### src/rtl/mcs_pkg.sv
// constants and types for the memory select and io decode block
package mcs_pkg;

    // integrated register offsets in io space
    localparam logic [7:0] ADDR_PORT1_DIR    = 8'hE0;
    localparam logic [7:0] ADDR_PORT1_VALUE  = 8'hE1;
    localparam logic [7:0] ADDR_PORT2_DIR    = 8'hE2;
    localparam logic [7:0] ADDR_PORT2_VALUE  = 8'hE3;
    localparam logic [7:0] ADDR_COUNTER_CH0  = 8'hE4;
    localparam logic [7:0] ADDR_COUNTER_CH3  = 8'hE7;
    localparam logic [7:0] ADDR_SERIAL_CTRL  = 8'hE8;
    localparam logic [7:0] ADDR_SERIAL_VALUE = 8'hE9;
    localparam logic [7:0] ADDR_RAM_TOP      = 8'hEA;
    localparam logic [7:0] ADDR_RAM_BOTTOM   = 8'hEB;
    localparam logic [7:0] ADDR_ROM_TOP      = 8'hEC;
    localparam logic [7:0] ADDR_SYS_CONFIG   = 8'hED;
    localparam logic [7:0] ADDR_RESERVED0    = 8'hEE;
    localparam logic [7:0] ADDR_RESERVED1    = 8'hEF;

    // the 16-entry integrated block and its peripheral part
    localparam logic [3:0] BLOCK_HIGH_NIBBLE = 4'hE;
    localparam int         BLOCK_ENTRIES     = 16;
    localparam int         PERIPH_COUNT      = 10;
    localparam int         OWN_COUNT         = 4;

    // processor-core window placement, 64-byte steps
    localparam logic [1:0] CORE_BASE_DEFAULT = 2'h0;
    localparam logic [1:0] CORE_BASE_FORBID  = 2'h3;

    // system configuration field positions
    localparam int SCR_PORT1_COUNTER_BIT = 0;
    localparam int SCR_ROM_EMULATOR_BIT  = 1;
    localparam int SCR_ROM_DISABLE_BIT   = 5;

    // reset values
    localparam logic [7:0] RAM_TOP_RESET    = 8'hFF;
    localparam logic [7:0] RAM_BOTTOM_RESET = 8'hFF;
    localparam logic [7:0] ROM_TOP_RESET    = 8'hFF;
    localparam logic [7:0] SYS_CONFIG_RESET = 8'h00;
    localparam logic [7:0] READ_ZERO        = 8'h00;

    // access sequencer, gray coded along its loop
    typedef enum logic [1:0] {
        ST_IDLE = 2'b00,
        ST_ADDR = 2'b01,
        ST_SEL  = 2'b11,
        ST_DONE = 2'b10
    } mcs_state_t;

endpackage

### src/rtl/mcs_chip_select.sv
// combinational ram and rom select generation from the upper address byte
`timescale 1ns/1ns
module mcs_chip_select (
    // upper memory address, A19..A12
    input  wire logic [7:0] memAddrHi,
    // boundaries and options
    input  wire logic [7:0] ramTop,
    input  wire logic [7:0] ramBottom,
    input  wire logic [7:0] romTop,
    input  wire logic       romDisable,
    // selects
    output logic            romSelectN,
    output logic            ramSelectN
);

    logic romHit;
    logic ramHit;

    // no strobe qualifies these, so glitches on address changes are expected
    always_comb
    begin
        romHit = (memAddrHi <= romTop) && !romDisable;
        ramHit = (memAddrHi >= ramBottom) && (memAddrHi <= ramTop)
                 && !romHit;
        romSelectN = !romHit;
        ramSelectN = !ramHit;
    end

endmodule

### src/rtl/mcs_io_decode.sv
// full eight-bit decode of integrated registers, A7..A6 decode of the core window
`timescale 1ns/1ns
module mcs_io_decode (
    // io address A7..A0 and core window base
    input  wire logic [7:0]  ioAddr,
    input  wire logic [1:0]  coreBase,
    // decoded hits
    output logic [15:0]      blockHit,
    output logic             blockAny,
    output logic             coreHit
);

    genvar i;

    // one comparator per entry, E0h..EFh, all eight bits compared
    generate
        for (i = 0; i < mcs_pkg::BLOCK_ENTRIES; i = i + 1)
        begin : g_entry
            assign blockHit[i] = (ioAddr ==
                {mcs_pkg::BLOCK_HIGH_NIBBLE, 4'(i)});
        end
    endgenerate

    // block wins should software ever park the window over it
    always_comb
    begin
        blockAny = |blockHit;
        coreHit  = (ioAddr[7:6] == coreBase) && !blockAny;
    end

endmodule

### src/rtl/mcs_top.sv
// memory chip selects, configuration registers and io address decode
`timescale 1ns/1ns

// Behaviour
// - separate active-low rom and ram selects
// - rom select asserts at or below its boundary, ram select from bottom to top where rom select is not asserted
// - selects decoded combinationally from A19-A12 only
// - boundary registers live at EAh, EBh, ECh
// - configuration bit five disables rom select
// - emulator mode drives internal reads outside
// - otherwise external data bus stays released
// - emulator mode is configuration bit one, EDh
// - io registers fully decoded, no aliases
// - E0h-E3h select parallel port registers
// - E4h-E7h select counter channel controls
// - E8h serial control, E9h serial data
// - core window at 00h, relocatable by 64
// - configuration bit zero routes counters to port1
module mcs_top (
    // clock and reset
    input  wire logic       clk,
    input  wire logic       rst,
    // cpu memory address, A19..A12
    input  wire logic [7:0] memAddrHi,
    // cpu io access
    input  wire logic [7:0] ioAddr,
    input  wire logic       ioRequestN,
    input  wire logic       rdN,
    input  wire logic       wrN,
    input  wire logic [7:0] cpuWrData,
    // core window placement from the core's io control register
    input  wire logic [1:0] coreBase,
    // read value returned by the selected peripheral
    input  wire logic [7:0] periphRdData,
    // memory selects
    output logic            romSelectN,
    output logic            ramSelectN,
    // peripheral strobes, bit n is register E0h+n
    output logic [9:0]      periphSel,
    output logic            periphRd,
    output logic            periphWr,
    output logic [7:0]      periphWrData,
    // core register window select
    output logic            coreSel,
    // read answer to the cpu
    output logic [7:0]      rdData,
    output logic            rdValid,
    // external data bus drive
    output logic [7:0]      extDataOut,
    output logic            extDataOe,
    // pin routing
    output logic            counterOnPort1
);

    // sequencer and captured access
    mcs_pkg::mcs_state_t state_r;
    mcs_pkg::mcs_state_t state_nxt;
    logic [7:0]          addr_r;
    logic [7:0]          addr_nxt;
    logic [7:0]          wdata_r;
    logic [7:0]          wdata_nxt;
    logic                isRd_r;
    logic                isRd_nxt;
    logic                isWr_r;
    logic                isWr_nxt;

    // configuration registers
    logic [7:0]          ramTop_r;
    logic [7:0]          ramTop_nxt;
    logic [7:0]          ramBottom_r;
    logic [7:0]          ramBottom_nxt;
    logic [7:0]          romTop_r;
    logic [7:0]          romTop_nxt;
    logic [7:0]          sysConfig_r;
    logic [7:0]          sysConfig_nxt;

    // registered outputs
    logic [9:0]          periphSel_r;
    logic [9:0]          periphSel_nxt;
    logic                periphRd_r;
    logic                periphRd_nxt;
    logic                periphWr_r;
    logic                periphWr_nxt;
    logic [7:0]          periphWrData_r;
    logic [7:0]          periphWrData_nxt;
    logic                coreSel_r;
    logic                coreSel_nxt;
    logic [7:0]          rdData_r;
    logic [7:0]          rdData_nxt;
    logic                rdValid_r;
    logic                rdValid_nxt;
    logic [7:0]          extDataOut_r;
    logic [7:0]          extDataOut_nxt;
    logic                extDataOe_r;
    logic                extDataOe_nxt;
    logic                counterOnPort1_r;
    logic                counterOnPort1_nxt;

    // decode results
    logic [15:0]         blockHit;
    logic                blockAny;
    logic                coreHit;
    logic                reqActive;
    logic [7:0]          readValue;

    mcs_chip_select u_chip_select (
        .memAddrHi  (memAddrHi),
        .ramTop     (ramTop_r),
        .ramBottom  (ramBottom_r),
        .romTop     (romTop_r),
        .romDisable (sysConfig_r[mcs_pkg::SCR_ROM_DISABLE_BIT]),
        .romSelectN (romSelectN),
        .ramSelectN (ramSelectN)
    );

    // decode runs on the captured address so strobes never see it move
    mcs_io_decode u_io_decode (
        .ioAddr   (addr_r),
        .coreBase (coreBase),
        .blockHit (blockHit),
        .blockAny (blockAny),
        .coreHit  (coreHit)
    );

    // read value for the captured address inside the integrated block
    always_comb
    begin
        readValue = mcs_pkg::READ_ZERO;
        case (addr_r)
            mcs_pkg::ADDR_RAM_TOP:    readValue = ramTop_r;
            mcs_pkg::ADDR_RAM_BOTTOM: readValue = ramBottom_r;
            mcs_pkg::ADDR_ROM_TOP:    readValue = romTop_r;
            mcs_pkg::ADDR_SYS_CONFIG: readValue = sysConfig_r;
            mcs_pkg::ADDR_RESERVED0:  readValue = mcs_pkg::READ_ZERO;
            mcs_pkg::ADDR_RESERVED1:  readValue = mcs_pkg::READ_ZERO;
            default:
            begin
                if (|blockHit[mcs_pkg::PERIPH_COUNT-1:0])
                begin
                    readValue = periphRdData;
                end
            end
        endcase
    end

    // one access per strobe: the sequencer waits for release before rearming
    always_comb
    begin
        reqActive          = !ioRequestN && (!rdN || !wrN);
        state_nxt          = state_r;
        addr_nxt           = addr_r;
        wdata_nxt          = wdata_r;
        isRd_nxt           = isRd_r;
        isWr_nxt           = isWr_r;
        ramTop_nxt         = ramTop_r;
        ramBottom_nxt      = ramBottom_r;
        romTop_nxt         = romTop_r;
        sysConfig_nxt      = sysConfig_r;
        periphSel_nxt      = '0;
        periphRd_nxt       = 1'b0;
        periphWr_nxt       = 1'b0;
        periphWrData_nxt   = periphWrData_r;
        coreSel_nxt        = 1'b0;
        rdData_nxt         = rdData_r;
        rdValid_nxt        = 1'b0;
        extDataOut_nxt     = extDataOut_r;
        extDataOe_nxt      = extDataOe_r;
        counterOnPort1_nxt =
            sysConfig_r[mcs_pkg::SCR_PORT1_COUNTER_BIT];
        case (state_r)
            mcs_pkg::ST_IDLE:
            begin
                extDataOe_nxt = 1'b0;
                if (reqActive)
                begin
                    addr_nxt  = ioAddr;
                    wdata_nxt = cpuWrData;
                    // a read wins if both strobes are seen together
                    isRd_nxt  = !rdN;
                    isWr_nxt  = rdN && !wrN;
                    state_nxt = mcs_pkg::ST_ADDR;
                end
            end
            mcs_pkg::ST_ADDR:
            begin
                // E0h..E9h map one to one onto the peripheral strobes
                periphSel_nxt    =
                    blockHit[mcs_pkg::PERIPH_COUNT-1:0];
                periphRd_nxt     = isRd_r &&
                    (|blockHit[mcs_pkg::PERIPH_COUNT-1:0]);
                periphWr_nxt     = isWr_r &&
                    (|blockHit[mcs_pkg::PERIPH_COUNT-1:0]);
                periphWrData_nxt = wdata_r;
                coreSel_nxt      = coreHit;
                state_nxt        = mcs_pkg::ST_SEL;
            end
            mcs_pkg::ST_SEL:
            begin
                if (isWr_r)
                begin
                    // reserved addresses fall through and change nothing
                    case (addr_r)
                        mcs_pkg::ADDR_RAM_TOP:    ramTop_nxt    = wdata_r;
                        mcs_pkg::ADDR_RAM_BOTTOM: ramBottom_nxt = wdata_r;
                        mcs_pkg::ADDR_ROM_TOP:    romTop_nxt    = wdata_r;
                        mcs_pkg::ADDR_SYS_CONFIG: sysConfig_nxt = wdata_r;
                        default:                  sysConfig_nxt = sysConfig_r;
                    endcase
                end
                if (isRd_r && blockAny)
                begin
                    rdData_nxt  = readValue;
                    rdValid_nxt = 1'b1;
                    // core-owned reads never leave through this path
                    extDataOut_nxt = readValue;
                    extDataOe_nxt  =
                        sysConfig_r[mcs_pkg::SCR_ROM_EMULATOR_BIT];
                end
                state_nxt = mcs_pkg::ST_DONE;
            end
            mcs_pkg::ST_DONE:
            begin
                if (!reqActive)
                begin
                    extDataOe_nxt = 1'b0;
                    state_nxt     = mcs_pkg::ST_IDLE;
                end
            end
            default:
            begin
                extDataOe_nxt = 1'b0;
                state_nxt     = mcs_pkg::ST_IDLE;
            end
        endcase
    end

    always_ff @(posedge clk or posedge rst)
    begin
        if (rst)
        begin
            state_r          <= mcs_pkg::ST_IDLE;
            addr_r           <= 8'h00;
            wdata_r          <= 8'h00;
            isRd_r           <= 1'b0;
            isWr_r           <= 1'b0;
            ramTop_r         <= mcs_pkg::RAM_TOP_RESET;
            ramBottom_r      <= mcs_pkg::RAM_BOTTOM_RESET;
            romTop_r         <= mcs_pkg::ROM_TOP_RESET;
            sysConfig_r      <= mcs_pkg::SYS_CONFIG_RESET;
            periphSel_r      <= 10'h000;
            periphRd_r       <= 1'b0;
            periphWr_r       <= 1'b0;
            periphWrData_r   <= 8'h00;
            coreSel_r        <= 1'b0;
            rdData_r         <= 8'h00;
            rdValid_r        <= 1'b0;
            extDataOut_r     <= 8'h00;
            extDataOe_r      <= 1'b0;
            counterOnPort1_r <= 1'b0;
        end
        else
        begin
            state_r          <= state_nxt;
            addr_r           <= addr_nxt;
            wdata_r          <= wdata_nxt;
            isRd_r           <= isRd_nxt;
            isWr_r           <= isWr_nxt;
            ramTop_r         <= ramTop_nxt;
            ramBottom_r      <= ramBottom_nxt;
            romTop_r         <= romTop_nxt;
            sysConfig_r      <= sysConfig_nxt;
            periphSel_r      <= periphSel_nxt;
            periphRd_r       <= periphRd_nxt;
            periphWr_r       <= periphWr_nxt;
            periphWrData_r   <= periphWrData_nxt;
            coreSel_r        <= coreSel_nxt;
            rdData_r         <= rdData_nxt;
            rdValid_r        <= rdValid_nxt;
            extDataOut_r     <= extDataOut_nxt;
            extDataOe_r      <= extDataOe_nxt;
            counterOnPort1_r <= counterOnPort1_nxt;
        end
    end

    // selects stay combinational on purpose; everything else is a flop
    assign periphSel      = periphSel_r;
    assign periphRd       = periphRd_r;
    assign periphWr       = periphWr_r;
    assign periphWrData   = periphWrData_r;
    assign coreSel        = coreSel_r;
    assign rdData         = rdData_r;
    assign rdValid        = rdValid_r;
    assign extDataOut     = extDataOut_r;
    assign extDataOe      = extDataOe_r;
    assign counterOnPort1 = counterOnPort1_r;

endmodule

### config.mk
export PLATFORM = sky130hd
export DESIGN_NAME = mcs_top
export DESIGN_NICKNAME = d
export VERILOG_FILES = /design/src/rtl/mcs_pkg.sv /design/src/rtl/mcs_chip_select.sv /design/src/rtl/mcs_io_decode.sv /design/src/rtl/mcs_top.sv
export SDC_FILE = /design/constraint.sdc
export NUM_CORES = 1
export LEC_CHECK = 0
export ABC_AREA = 1
export BUFFER_PORTS_ARGS = -buffer_cell sky130_fd_sc_hd__buf_2
export CELL_PAD_IN_SITES_DETAIL_PLACEMENT = 0
export CELL_PAD_IN_SITES_GLOBAL_PLACEMENT = 2
export CORE_MARGIN = 2
export CORE_UTILIZATION = 30
export DETAILED_ROUTE_END_ITERATION = 8
export PLACE_DENSITY = 0.85
export SYNTH_ARGS = -nofsm -noshare
export SYNTH_HDL_FRONTEND = slang
export SYNTH_SLANG_ARGS = --single-unit
### constraint.sdc
create_clock -name clk -period 3.5 [get_ports clk]
set_input_delay 0.7 -clock clk [delete_from_list [all_inputs] [get_ports clk]]
set_output_delay 0.7 -clock clk [all_outputs]
set_load 0.02 [all_outputs]
# Word level (Yosys, flattened, before mapping)
# Cells that the tools add are included.
dict set report op_classes {
  order_cmp 3
  eq_ne 23
  n_mux 14
  reduce_logical 30
}
# cell n
set op_table {}
lappend op_table {{$eq 8x8->1 const B} 16}
lappend op_table {{$pmux 8 s5} 1}
lappend op_table {{$le 8x8->1} 2}
lappend op_table {{$reduce_or 16->1} 1}
lappend op_table {{$reduce_and 3->1} 5}
lappend op_table {{$mux 10} 1}
lappend op_table {{$reduce_or 10->1} 1}
lappend op_table {{$logic_and 1x1->1} 9}
lappend op_table {{$ge 8x8->1} 1}
lappend op_table {{$mux 8} 1}
lappend op_table {{$pmux 2 s4} 1}
lappend op_table {{$logic_not 1->1} 7}
lappend op_table {{$mux 1} 7}
lappend op_table {{$ne 2x2->1 const B} 3}
lappend op_table {{$reduce_and 2->1} 3}
lappend op_table {{$eq 2x2->1 const B} 2}
lappend op_table {{$mux 2} 2}
lappend op_table {{$pmux 1 s3} 1}
lappend op_table {{$reduce_bool 3->1} 1}
lappend op_table {{$eq 2x1->1 const B} 1}
lappend op_table {{$eq 2x2->1} 1}
lappend op_table {{$logic_not 2->1} 1}
lappend op_table {{$reduce_or 2->1} 1}
lappend op_table {{$logic_or 1x1->1} 1}
dict set report word_totals {
  register_bits 84
  inputBits 39
  out_inout_bits 42
  wordCells 88
}

# Logic depth before layout (Yosys ltp)
# Gate-level depths: netlist of the first run.
dict set report logic_depth {
  word_depth 5
  ltp_mapped 13
  ltp_nobuf 13
}

# By module
# A second synthesis of the first run with hierarchy kept.
dict set report hier_totals {
  cells_unflattened 565
  hier_area_um2 4599.4
}
# mod n_inst cells_per_inst area_per_inst_um2 seq_area_each_um2
set by_module_without_submodules {}
lappend by_module_without_submodules {mcs_top 1 420 3752.3 2132.0}
lappend by_module_without_submodules {mcs_chip_select 1 109 656.9 0.0}
lappend by_module_without_submodules {mcs_io_decode 1 36 190.2 0.0}

# Least setup slack after synthesis of the first run
# Ideal clock, no wire load.
dict set report synth_path {
  kind {in2out}
  from {input memAddrHi[7]}
  to {output ramSelectN}
  t_arrival_ps 1705
  required_ps 2800
  path_slack_ps 1095
  path_stages 9
  path_buffers 0
  cell_sequence {ha_1 -> nand2_1 -> inv_1 -> nor2_1 -> o21a_1 -> nand2_1 -> nand2_1 -> nand2_1 -> nand2_1}
}
dict set report synth_between {
  elab_chain_len 5
  word_cells_on_any_way 8
  classes_between {3 x order compare; 5 x reduce/logical}
}
# element line
set synth_lines {}
lappend synth_lines {{from (decl)} mcs_top.sv:24} ;# input wire logic [7:0] memAddrHi,
lappend synth_lines {{$le 8x8->1} mcs_chip_select.sv:22} ;# romHit = (memAddrHi <= romTop) && !romDisable;
lappend synth_lines {{$logic_and 1x1->1} mcs_chip_select.sv:22}
lappend synth_lines {{$logic_not 1->1} n/a}
lappend synth_lines {{net romSelectN} mcs_top.sv:36} ;# output logic romSelectN,
lappend synth_lines {{$logic_and 1x1->1} mcs_chip_select.sv:24} ;# && !romHit;
lappend synth_lines {{$logic_not 1->1} mcs_chip_select.sv:26} ;# ramSelectN = !ramHit;
lappend synth_lines {{to (decl)} mcs_top.sv:37} ;# output logic ramSelectN,
# The timed path passes the listed nets, and every way through them passes these cells.

# Final worst setup path of the first run
dict set report layout_path {
  from {register ramBottom_r[7]}
  to {output ramSelectN}
}
dict set report layout_between {
  elab_chain_len 4
}
# element line
set layout_lines {}
lappend layout_lines {{from (decl)} mcs_top.sv:70} ;# logic [7:0] ramBottom_r;
lappend layout_lines {{from (signal assigned)} mcs_top.sv:247} ;# ramBottom_r <= mcs_pkg::RAM_BOTTOM_RESET;
lappend layout_lines {{from (signal assigned)} mcs_top.sv:269} ;# ramBottom_r <= ramBottom_nxt;
lappend layout_lines {{$ge 8x8->1} mcs_chip_select.sv:23} ;# ramHit = (memAddrHi >= ramBottom) && (memAddrHi <= ramTop)
lappend layout_lines {{$logic_and 1x1->1} mcs_chip_select.sv:23}
lappend layout_lines {{$logic_and 1x1->1} mcs_chip_select.sv:24}
lappend layout_lines {{$logic_not 1->1} mcs_chip_select.sv:26}
# No other way between the ends.

==> results.cfg, run 1 <==
[hold_path]
min-delay-start = sysConfig_r[0]
min_path_type = register to register
min_path_cells = 0

[placement]
hpwl_um = 8080
io_buffers = 80
dp.cells = 745
gp_congestion = 0.815

[die]
ios = 81
die_w_um = 123
initial_core_util = 0.307
die_h_um = 123
row_count = 43
core_area_um2 = 13900
fp.dieArea_um2 = 15200

[power]
power.total_mw = 3.17
ir_drop_uv = 304
power_density_nw_per_um2 = 624
p_leak_nw = 2.34

[yosys]
yosysTopAreaCell = dfrtp_1
synth_seq_cells = 84
synth.distinct_cells = 29
synth-seq-area-share = 0.498
synthCells = 504
synth_common_cells = nand2_1 (129), dfrtp_1 (60), inv_1 (59), o21ai_0 (59), nand3_1 (43)
yosys-top-cells-area = dfrtp_1 (35%), dfstp_2 (15%), nand2_1 (11%)
postSynthAreaPerCell_um2 = 8.49
synth_most_common_cell = nand2_1
yosysWarningCount = 0
synth-main-ff-cell = dfrtp_1
synth_fp_nets = 567
ys_async_sr_fraction = 1.00
synth_top_cell_area_share = 0.351
netlist_area_um2 = 4280
synth-edff-count = 0

[global_routing]
grt_max_degree = 63
grt_pass1_vias = 3539
antenna_found_initial = 0
grt_pass1_wl_um = 17700
gr-total-overflow = 0
grt_util_all_layers = 0.153

[drt]
drtAntennaViolNets = 0
totalWireLength_um = 10900
vias_per_cell = 4.63
wl_per_cell_um = 14.3
drt-initial-drc-count = 221
drc_errors = 0
dr_total_vias = 3527
drt-pass1-iter-count = 4

[clock_network]
post_cts_buffers = 0
ctsResizeCount = 0
tritoncts.num_buffers = 9
cts_root_buffer = clkbuf_16
htreeDepth = 3
clock-sinks = 84
cts_buffer_depth = 2
clock_latency_ns = 0.34
hold_buffers = 0
clkTransAtPathRegs_ns = 0.06
cts_tree = yes

[setup_path]
cp_max_fo = 3
critPathTopFamily = flip-flops
critPathSlowestCell = dfstp_2
crit_required_ns = 2.80
cpPeakStageDelay_ns = 0.55
arrival_ns = 1.94
reg2reg_depth = 5
critical_path_class = register to output port
cp.depth = 10
end_kind = output port
crit_buf_inv = 3
rr_startpoint = addr_r[4]
path_cells = inv_1 -> ha_1 -> nand2_1 -> nor2_1 -> nand4_1 -> nand3_1 -> nand2_1 -> inv_1 -> nand2_1 -> buf_2
startpoint = ramBottom_r[7]
worst_setup_path_start_kind = register
critPathMostFrequentCell = nand2_1

[sta]
holdWs_ns = 0.472
setup-violations-final = 0
fmax_mhz = 379
fin_crit_ns = 2.64
rsz0062_at_grt = false
fin_tns_setup_ns = 0
max_slew_margin = 0.301
final_max_slew_viol_count = 0
skew_ns = 0.00756
worstMarginPinSlew_ns = 1.05
hold_violations = 0
finalCritPeriodShare = 0.754

[cells_and_area]
final_cells = 761
drive_above_1_share = 0.234
filler_cell_count = 1458
area_delta_synth_final_pct = 18.8
n_antenna_cell = 0
layout.nets = 639

[job]
drv_cap = 0

[run_status]
status = completed
==> worst paths after layout <==
check | to | slack, ns
setup / recovery | ramSelectN | 0.86
hold / removal | counterOnPort1 | 0.47
setup reg to reg | romTop_r[6] | 1.36
hold reg to reg | counterOnPort1 | 0.47
max in group asynchronous | addr_r[4] | 2.15
min in group asynchronous | extDataOe | 0.58
==> sequential cells by signal (all words and copies together), names as in the netlist <==
| register | cells |
|---|---|
| addr_r | 8 |
| coreSel | 1 |
| counterOnPort1 | 1 |
| extDataOe | 1 |
| extDataOut | 8 |
| isRd_r | 1 |
| isWr_r | 1 |
| periphRd | 1 |
| periphSel | 10 |
| periphWr | 1 |
| periphWrData | 8 |
| ramBottom_r | 8 |
| ramTop_r | 8 |
| rdValid | 1 |
| romTop_r | 8 |
| state_r | 2 |
| sysConfig_r | 8 |
| wdata_r | 8 |
==> cell usage in the layout (no fill, tap or decap) <==
master,synthesis,layout
nand2_1,129,129
clkinvlp_4,0,1
bufinv_16,0,1
inv_6,0,1
dfstp_2,24,24
nor3_2,1,1
inv_1,59,58
clkinv_4,0,1
clkinv_2,0,2
dfrtp_1,60,60
nor3_1,3,3
buf_2,4,80
nand3_4,1,1
nand2_2,1,1
inv_2,1,1
clkbuf_8,0,1
nor2_1,29,29
nand3_1,43,43
nand2_4,1,1
nand4_1,9,9
ha_1,24,24
o21bai_1,1,1
xor2_1,1,1
buf_4,12,3
a21oi_1,9,9
clkbuf_16,0,9
nand4_2,1,1
nor2_4,5,5
o21ai_1,15,15
o21ai_0,59,59
o21a_1,2,2
a21o_1,2,2
clkbuf_1,3,1
nand3_2,2,2
==> per-layer routing <==
layer,track usage,part of all wire
met1,0.206,0.49
met2,0.243,0.46
met3,0.0337,0.036
met4,0.0540,0.021
met5,0,0
==> metrics by stage <==
step | setup WS, ns | utilization | instance area, um2
after floorplan | 0.675 | - | 4280
after global placement | 1.00 | 0.343 | 4780
after detailed placement | 0.966 | 0.343 | 4780
after CTS | 0.852 | 0.365 | 5080
after global routing | 0.702 | 0.365 | 5080
final | 0.860 | 0.365 | 5080
==> where the power goes <==
part | total, mW | internal (mW) | switching [mW] | leakage [nW]
Combinational | 0.921 | 0.247 | 0.675 | 1.19
Sequential | 1.29 | 1.17 | 0.121 | 1.00
Clock | 0.957 | 0.575 | 0.383 | 0.146
==> area by class of cell <==
cell class | instances | area (um2) | area share
flip-flops and latches | 84 | 2130 | 0.419
multi-input cells | 338 | 1780 | 0.349
repair buffers | 83 | 423 | 0.0832
clock buffers | 11 | 243 | 0.0477
inverters | 60 | 226 | 0.0445
well taps | 180 | 225 | 0.0443
clock inverters | 5 | 60.1 | 0.0118
==> kinds of logic after synthesis <==
| group | synth area share |
|---|---|
| XOR/XNOR | 0.00205 |
| buffers and inverters | 0.0871 |
| AND/OR/NAND/NOR | 0.237 |
| flip-flops | 0.498 |
| AO/OA/AOI/OAI | 0.106 |
| adder cells (fa/ha/maj) | 0.0702 |
No activity file was read; power rests on OpenSTA's default activity.
==> run 2: changes to the inputs <==
==> constraint.sdc (replaced) <==
create_clock -name clk -period 2.6 [get_ports clk]
set_input_delay 0.52 -clock clk [delete_from_list [all_inputs] [get_ports clk]]
set_output_delay 0.52 -clock clk [all_outputs]
set_load 0.02 [all_outputs]
==> run 2 against run 1 <==
Clock skew fell by 0.00063 ns. Global-route usage shrank 0.60 points. Clock power up 36%. Via count shrank 0.71%. Non-clock buffer count up 1. Cell count grew 0.13%.
==> results.cfg, run 2 (same netlist as run 1, synthesis figures left out) <==
[run_status]
status = completed

[cells_and_area]
drive_above_1_share = 0.235
final_cell_mix = nand2_1 (129), buf_2 (80), dfrtp_1 (60)
postLayoutCoreUtil = 0.366
largest_reg_flops = 10
layout_commonest_cell = nand2_1
layout.nets = 640
n_antenna_cell = 0
filler_cell_count = 1455
area_delta_synth_final_pct = 19.3

[power]
p_comb_frac = 0.289
clockPowerShare = 0.303
power_density_nw_per_um2 = 837
p_switching_mw = 1.61
swShare = 0.376
p_leak_nw = 2.34
ir_drop_uv = 614
power.total_mw = 4.27
p_int_mw = 2.67
pwr-share-seq = 0.408

[clock_network]
clkTransAtPathRegs_ns = 0.06
cts_tree = yes
cts_root_buffer = clkbuf_16
tritoncts.num_buffers = 9
clock_latency_ns = 0.34
post_cts_buffers = 0
hold_buffers = 0
htreeDepth = 3
ctsResizeCount = 0
cts_buffer_depth = 2
clock-sinks = 84

[die]
row_count = 43
fp.dieArea_um2 = 15200
core_area_um2 = 13900
die_w_um = 123
ios = 81
die_h_um = 123
initial_core_util = 0.307

[sta]
setup-violations-final = 0
final_max_slew_viol_count = 0
fin_crit_ns = 2.47
hold_violations = 0
finalCritPeriodShare = 0.949
worstMarginPinSlew_ns = 0.559
fmax_mhz = 405
fin_tns_setup_ns = 0
rsz0062_at_grt = false
skew_ns = 0.00693
max_slew_margin = 0.625

[global_routing]
grt_util_all_layers = 0.147
grt_pass1_vias = 3457
antenna_found_initial = 0
grt_pass1_wl_um = 17200
grt_max_degree = 85
gr-total-overflow = 0

[setup_path]
cp_max_fo = 3
critical_path_class = register to output port
crit_required_ns = 2.08
end_kind = output port
worst_setup_path_start_kind = register
arrival_ns = 1.95

[drt]
dr_total_vias = 3502
drt-initial-drc-count = 180
wl_per_cell_um = 13.9
drc_errors = 0
totalWireLength_um = 10600
drt-pass1-iter-count = 5
drtAntennaViolNets = 0
vias_per_cell = 4.60

[job]
drv_cap = 0

[placement]
io_buffers = 80
gp_congestion = 0.776
hpwl_um = 8010

[hold_path]
min_path_type = input pin to asynchronous set/reset pin
==> run 2: stage by stage <==
stage / cells / setup slack (ns) / cell area [um2] / hold WS [ns]
after global placement: 746 / 0.458 / 4800 / 0.424
after global routing: 762 / 0.00693 / 5100 / 0.328
after floorplan: 504 / 0.535 / 4280 / 0.375
after CTS: 762 / 0.121 / 5100 / 0.316
final: 762 / 0.133 / 5100 / 0.299
after detailed placement: 746 / 0.416 / 4800 / 0.418
==> run 2: path summary, 6_finish.rpt <==
path | startpoint | endpoint | slack, ns | depth (start not counted)
max | ramBottom_r[7] | ramSelectN | 0.13 | 10
min | rst | addr_r[4] | 0.30 | 3
max reg2reg | addr_r[4] | romTop_r[7] | 0.77 | 5
min reg2reg | sysConfig_r[0] | counterOnPort1 | 0.44 | 0
max in group asynchronous | rst | ramTop_r[6] | 1.93 | 3
min in group clk | ioAddr[7] | addr_r[7] | 0.37 | 3
==> run 2: final cells by class <==
class,count,area (um2),area share
Sequential cell,84,2130,0.418
Multi-Input combinational cell,338,1780,0.348
Timing Repair Buffer,84,443,0.0868
Inverter,60,229,0.0449
Clock buffer,9,225,0.0441
Tap cell,180,225,0.0441
Clock inverter,7,75.1,0.0147
==> run 2: routing by layer <==
metal	share of wire	track usage
met3	0.047	0.0424
met4	0.0092	0.0305
met5	0	0
met1	0.47	0.201
met2	0.47	0.234
==> run 2: power groups by stage <==
stage | logic (mW) | clock network [mW] | registers, mW
floorplan | 0.774 | 0 | 1.86
global placement | 1.23 | 0 | 1.76
detailed placement | 1.25 | 0 | 1.76
CTS | 1.25 | 1.32 | 1.74
global route | 1.40 | 1.37 | 1.78
finish | 1.24 | 1.30 | 1.74
==> run 2: worst max-delay path, cell delays in order, from the launching register on <==
cell,delay [ns]
dfstp_2,0.55
inv_1,0.05
ha_1,0.28
nand2_1,0.07
nor2_1,0.17
nand4_1,0.11
nand3_1,0.10
nand2_1,0.05
inv_1,0.05
nand2_1,0.04
buf_2,0.15
==> run 3: changes to the inputs <==
--- a/config.mk
+++ b/config.mk
@@ -10,9 +10,9 @@
 export CELL_PAD_IN_SITES_DETAIL_PLACEMENT = 0
 export CELL_PAD_IN_SITES_GLOBAL_PLACEMENT = 2
 export CORE_MARGIN = 2
-export CORE_UTILIZATION = 30
+export CORE_UTILIZATION = 33
 export DETAILED_ROUTE_END_ITERATION = 8
-export PLACE_DENSITY = 0.85
+export PLACE_DENSITY = 0.91
 export SYNTH_ARGS = -nofsm -noshare
 export SYNTH_HDL_FRONTEND = slang
 export SYNTH_SLANG_ARGS = --single-unit
==> run 3 against run 2 <==
Setup slack better by 0.011 ns. Non-clock buffer count unchanged. Wire length down 0.85%. Global-route usage up 1.1 points. Clock skew up 0.0049 ns. Hold slack worse by 0.0058 ns. Via count up 0.83%. Clock power about the same. Critical path type unchanged.
==> results.cfg, run 3 (same netlist as run 1, synthesis figures left out) <==
[setup_path]
worst_setup_path_start_kind = register
critical_path_class = register to output port
critPathTopFamily = flip-flops
arrival_ns = 1.94
critPathSlowestCell = dfstp_2
crit_buf_inv = 3
end_kind = output port
cp_max_fo = 3
critPathMostFrequentCell = nand2_1
crit_required_ns = 2.08
path_cells = inv_1 -> ha_1 -> inv_1 -> o21bai_1 -> nand2_1 -> nand2_1 -> nand2_1 -> nand2_1 -> nand2_1 -> nand2_1 -> nand2_1 -> buf_2
cpPeakStageDelay_ns = 0.57

[cells_and_area]
layout_commonest_cell = nand2_1
largest_reg_flops = 10
final_cells = 754
regArea_um2 = 2130
multi_input_area_um2 = 1780
area_delta_synth_final_pct = 19.1
layout.nets = 640
filler_cell_count = 1331
final_cell_mix = nand2_1 (129), buf_2 (80), dfrtp_1 (60)
drive_above_1_share = 0.237
n_antenna_cell = 0

[hold_path]
min_path_type = input pin to asynchronous set/reset pin

[die]
initial_core_util = 0.339
fp.dieArea_um2 = 13900
ios = 81
die_w_um = 118
row_count = 41
die_h_um = 118
core_area_um2 = 12600

[power]
ir_drop_uv = 449
power_density_nw_per_um2 = 841
p_leak_nw = 2.35
power.total_mw = 4.29

[sta]
holdWs_ns = 0.293
final_max_slew_viol_count = 0
max_slew_margin = 0.598
fin_ws_ns = 0.144
finalCritPeriodShare = 0.945
skew_ns = 0.0118
fmax_mhz = 407
worstMarginPinSlew_ns = 0.600
setup-violations-final = 0
rsz0062_at_grt = false
fin_crit_ns = 2.46
fin_tns_setup_ns = 0
hold_violations = 0

[global_routing]
gr-total-overflow = 0
grt_pass1_vias = 3522
grt_max_degree = 85
grt_util_all_layers = 0.158
grt_pass1_wl_um = 17500
antenna_found_initial = 0

[clock_network]
clkTransAtPathRegs_ns = 0.07
cts_buffer_depth = 2
clock-sinks = 84
htreeDepth = 3
tritoncts.num_buffers = 9
ctsResizeCount = 0
post_cts_buffers = 0
hold_buffers = 0
clock_latency_ns = 0.34
cts_tree = yes
cts_root_buffer = clkbuf_16

[placement]
hpwl_um = 7870
io_buffers = 80
dp.cells = 738
pre_cts_ws_ns = 0.452
gp_congestion = 0.752

[drt]
drt-initial-drc-count = 199
drtAntennaViolNets = 0
drc_errors = 0
dr_total_vias = 3531
drt-pass1-iter-count = 4
wl_per_cell_um = 13.9
vias_per_cell = 4.68
totalWireLength_um = 10500

[job]
drv_cap = 0

[run_status]
status = completed
-- run 3: cell types whose count changed in the layout (fill, tap and decap cells not counted) --
cell / before / now
clkinv_1: 1 / 0
clkinv_4: 1 / 0
inv_6: 1 / 3
-- run 3: cell type report --
cell class	instances	share of cell area
well taps	172	0.0422
multi-input cells	338	0.348
inverters	60	0.0449
repair buffers	84	0.0868
flip-flops and latches	84	0.418
clock inverters	7	0.0157
clock buffers	9	0.0442
-- run 3: tightest hold or removal path: cells and delay by family --
| kind | cells | cell delay (ns) |
|---|---|---|
| buf+inv | 3 | 0.53 |
-- run 3: path summary, 6_finish.rpt --
| check | from | end | slack (ns) | cells after the start |
|---|---|---|---|---|
| max | romTop_r[1] | ramSelectN | 0.14 | 12 |
| min | rst | state_r[1] | 0.29 | 3 |
| max reg2reg | addr_r[4] | ramTop_r[0] | 0.90 | 6 |
| min reg2reg | sysConfig_r[0] | counterOnPort1 | 0.45 | 0 |
| max in group asynchronous | rst | romTop_r[1] | 1.92 | 3 |
| min in group clk | ioAddr[7] | addr_r[7] | 0.37 | 3 |
-- run 3: per-stage QoR --
stage | area [um2] | util
final | 5100 | 0.404
after floorplan | 4280 | -
after CTS | 5100 | 0.404
after global routing | 5100 | 0.404
after global placement | 4790 | 0.380
after detailed placement | 4790 | 0.380
-- run 3: metal layers --
metal  vias to the layer above  GRT usage  routed length [um]
met1                      1657      0.203                4870
met3                        11     0.0407                 467
met2                        88      0.265                5030
met4                         0     0.0392                 121
met5                         -          0                   0
li1                       1775          -                   -
-- run 3: power by group --
part           switching [mW]  leakage, nW  internal, mW
clock                   0.551        0.149         0.760
combinational           0.897         1.20         0.340
sequential              0.165         1.00          1.58
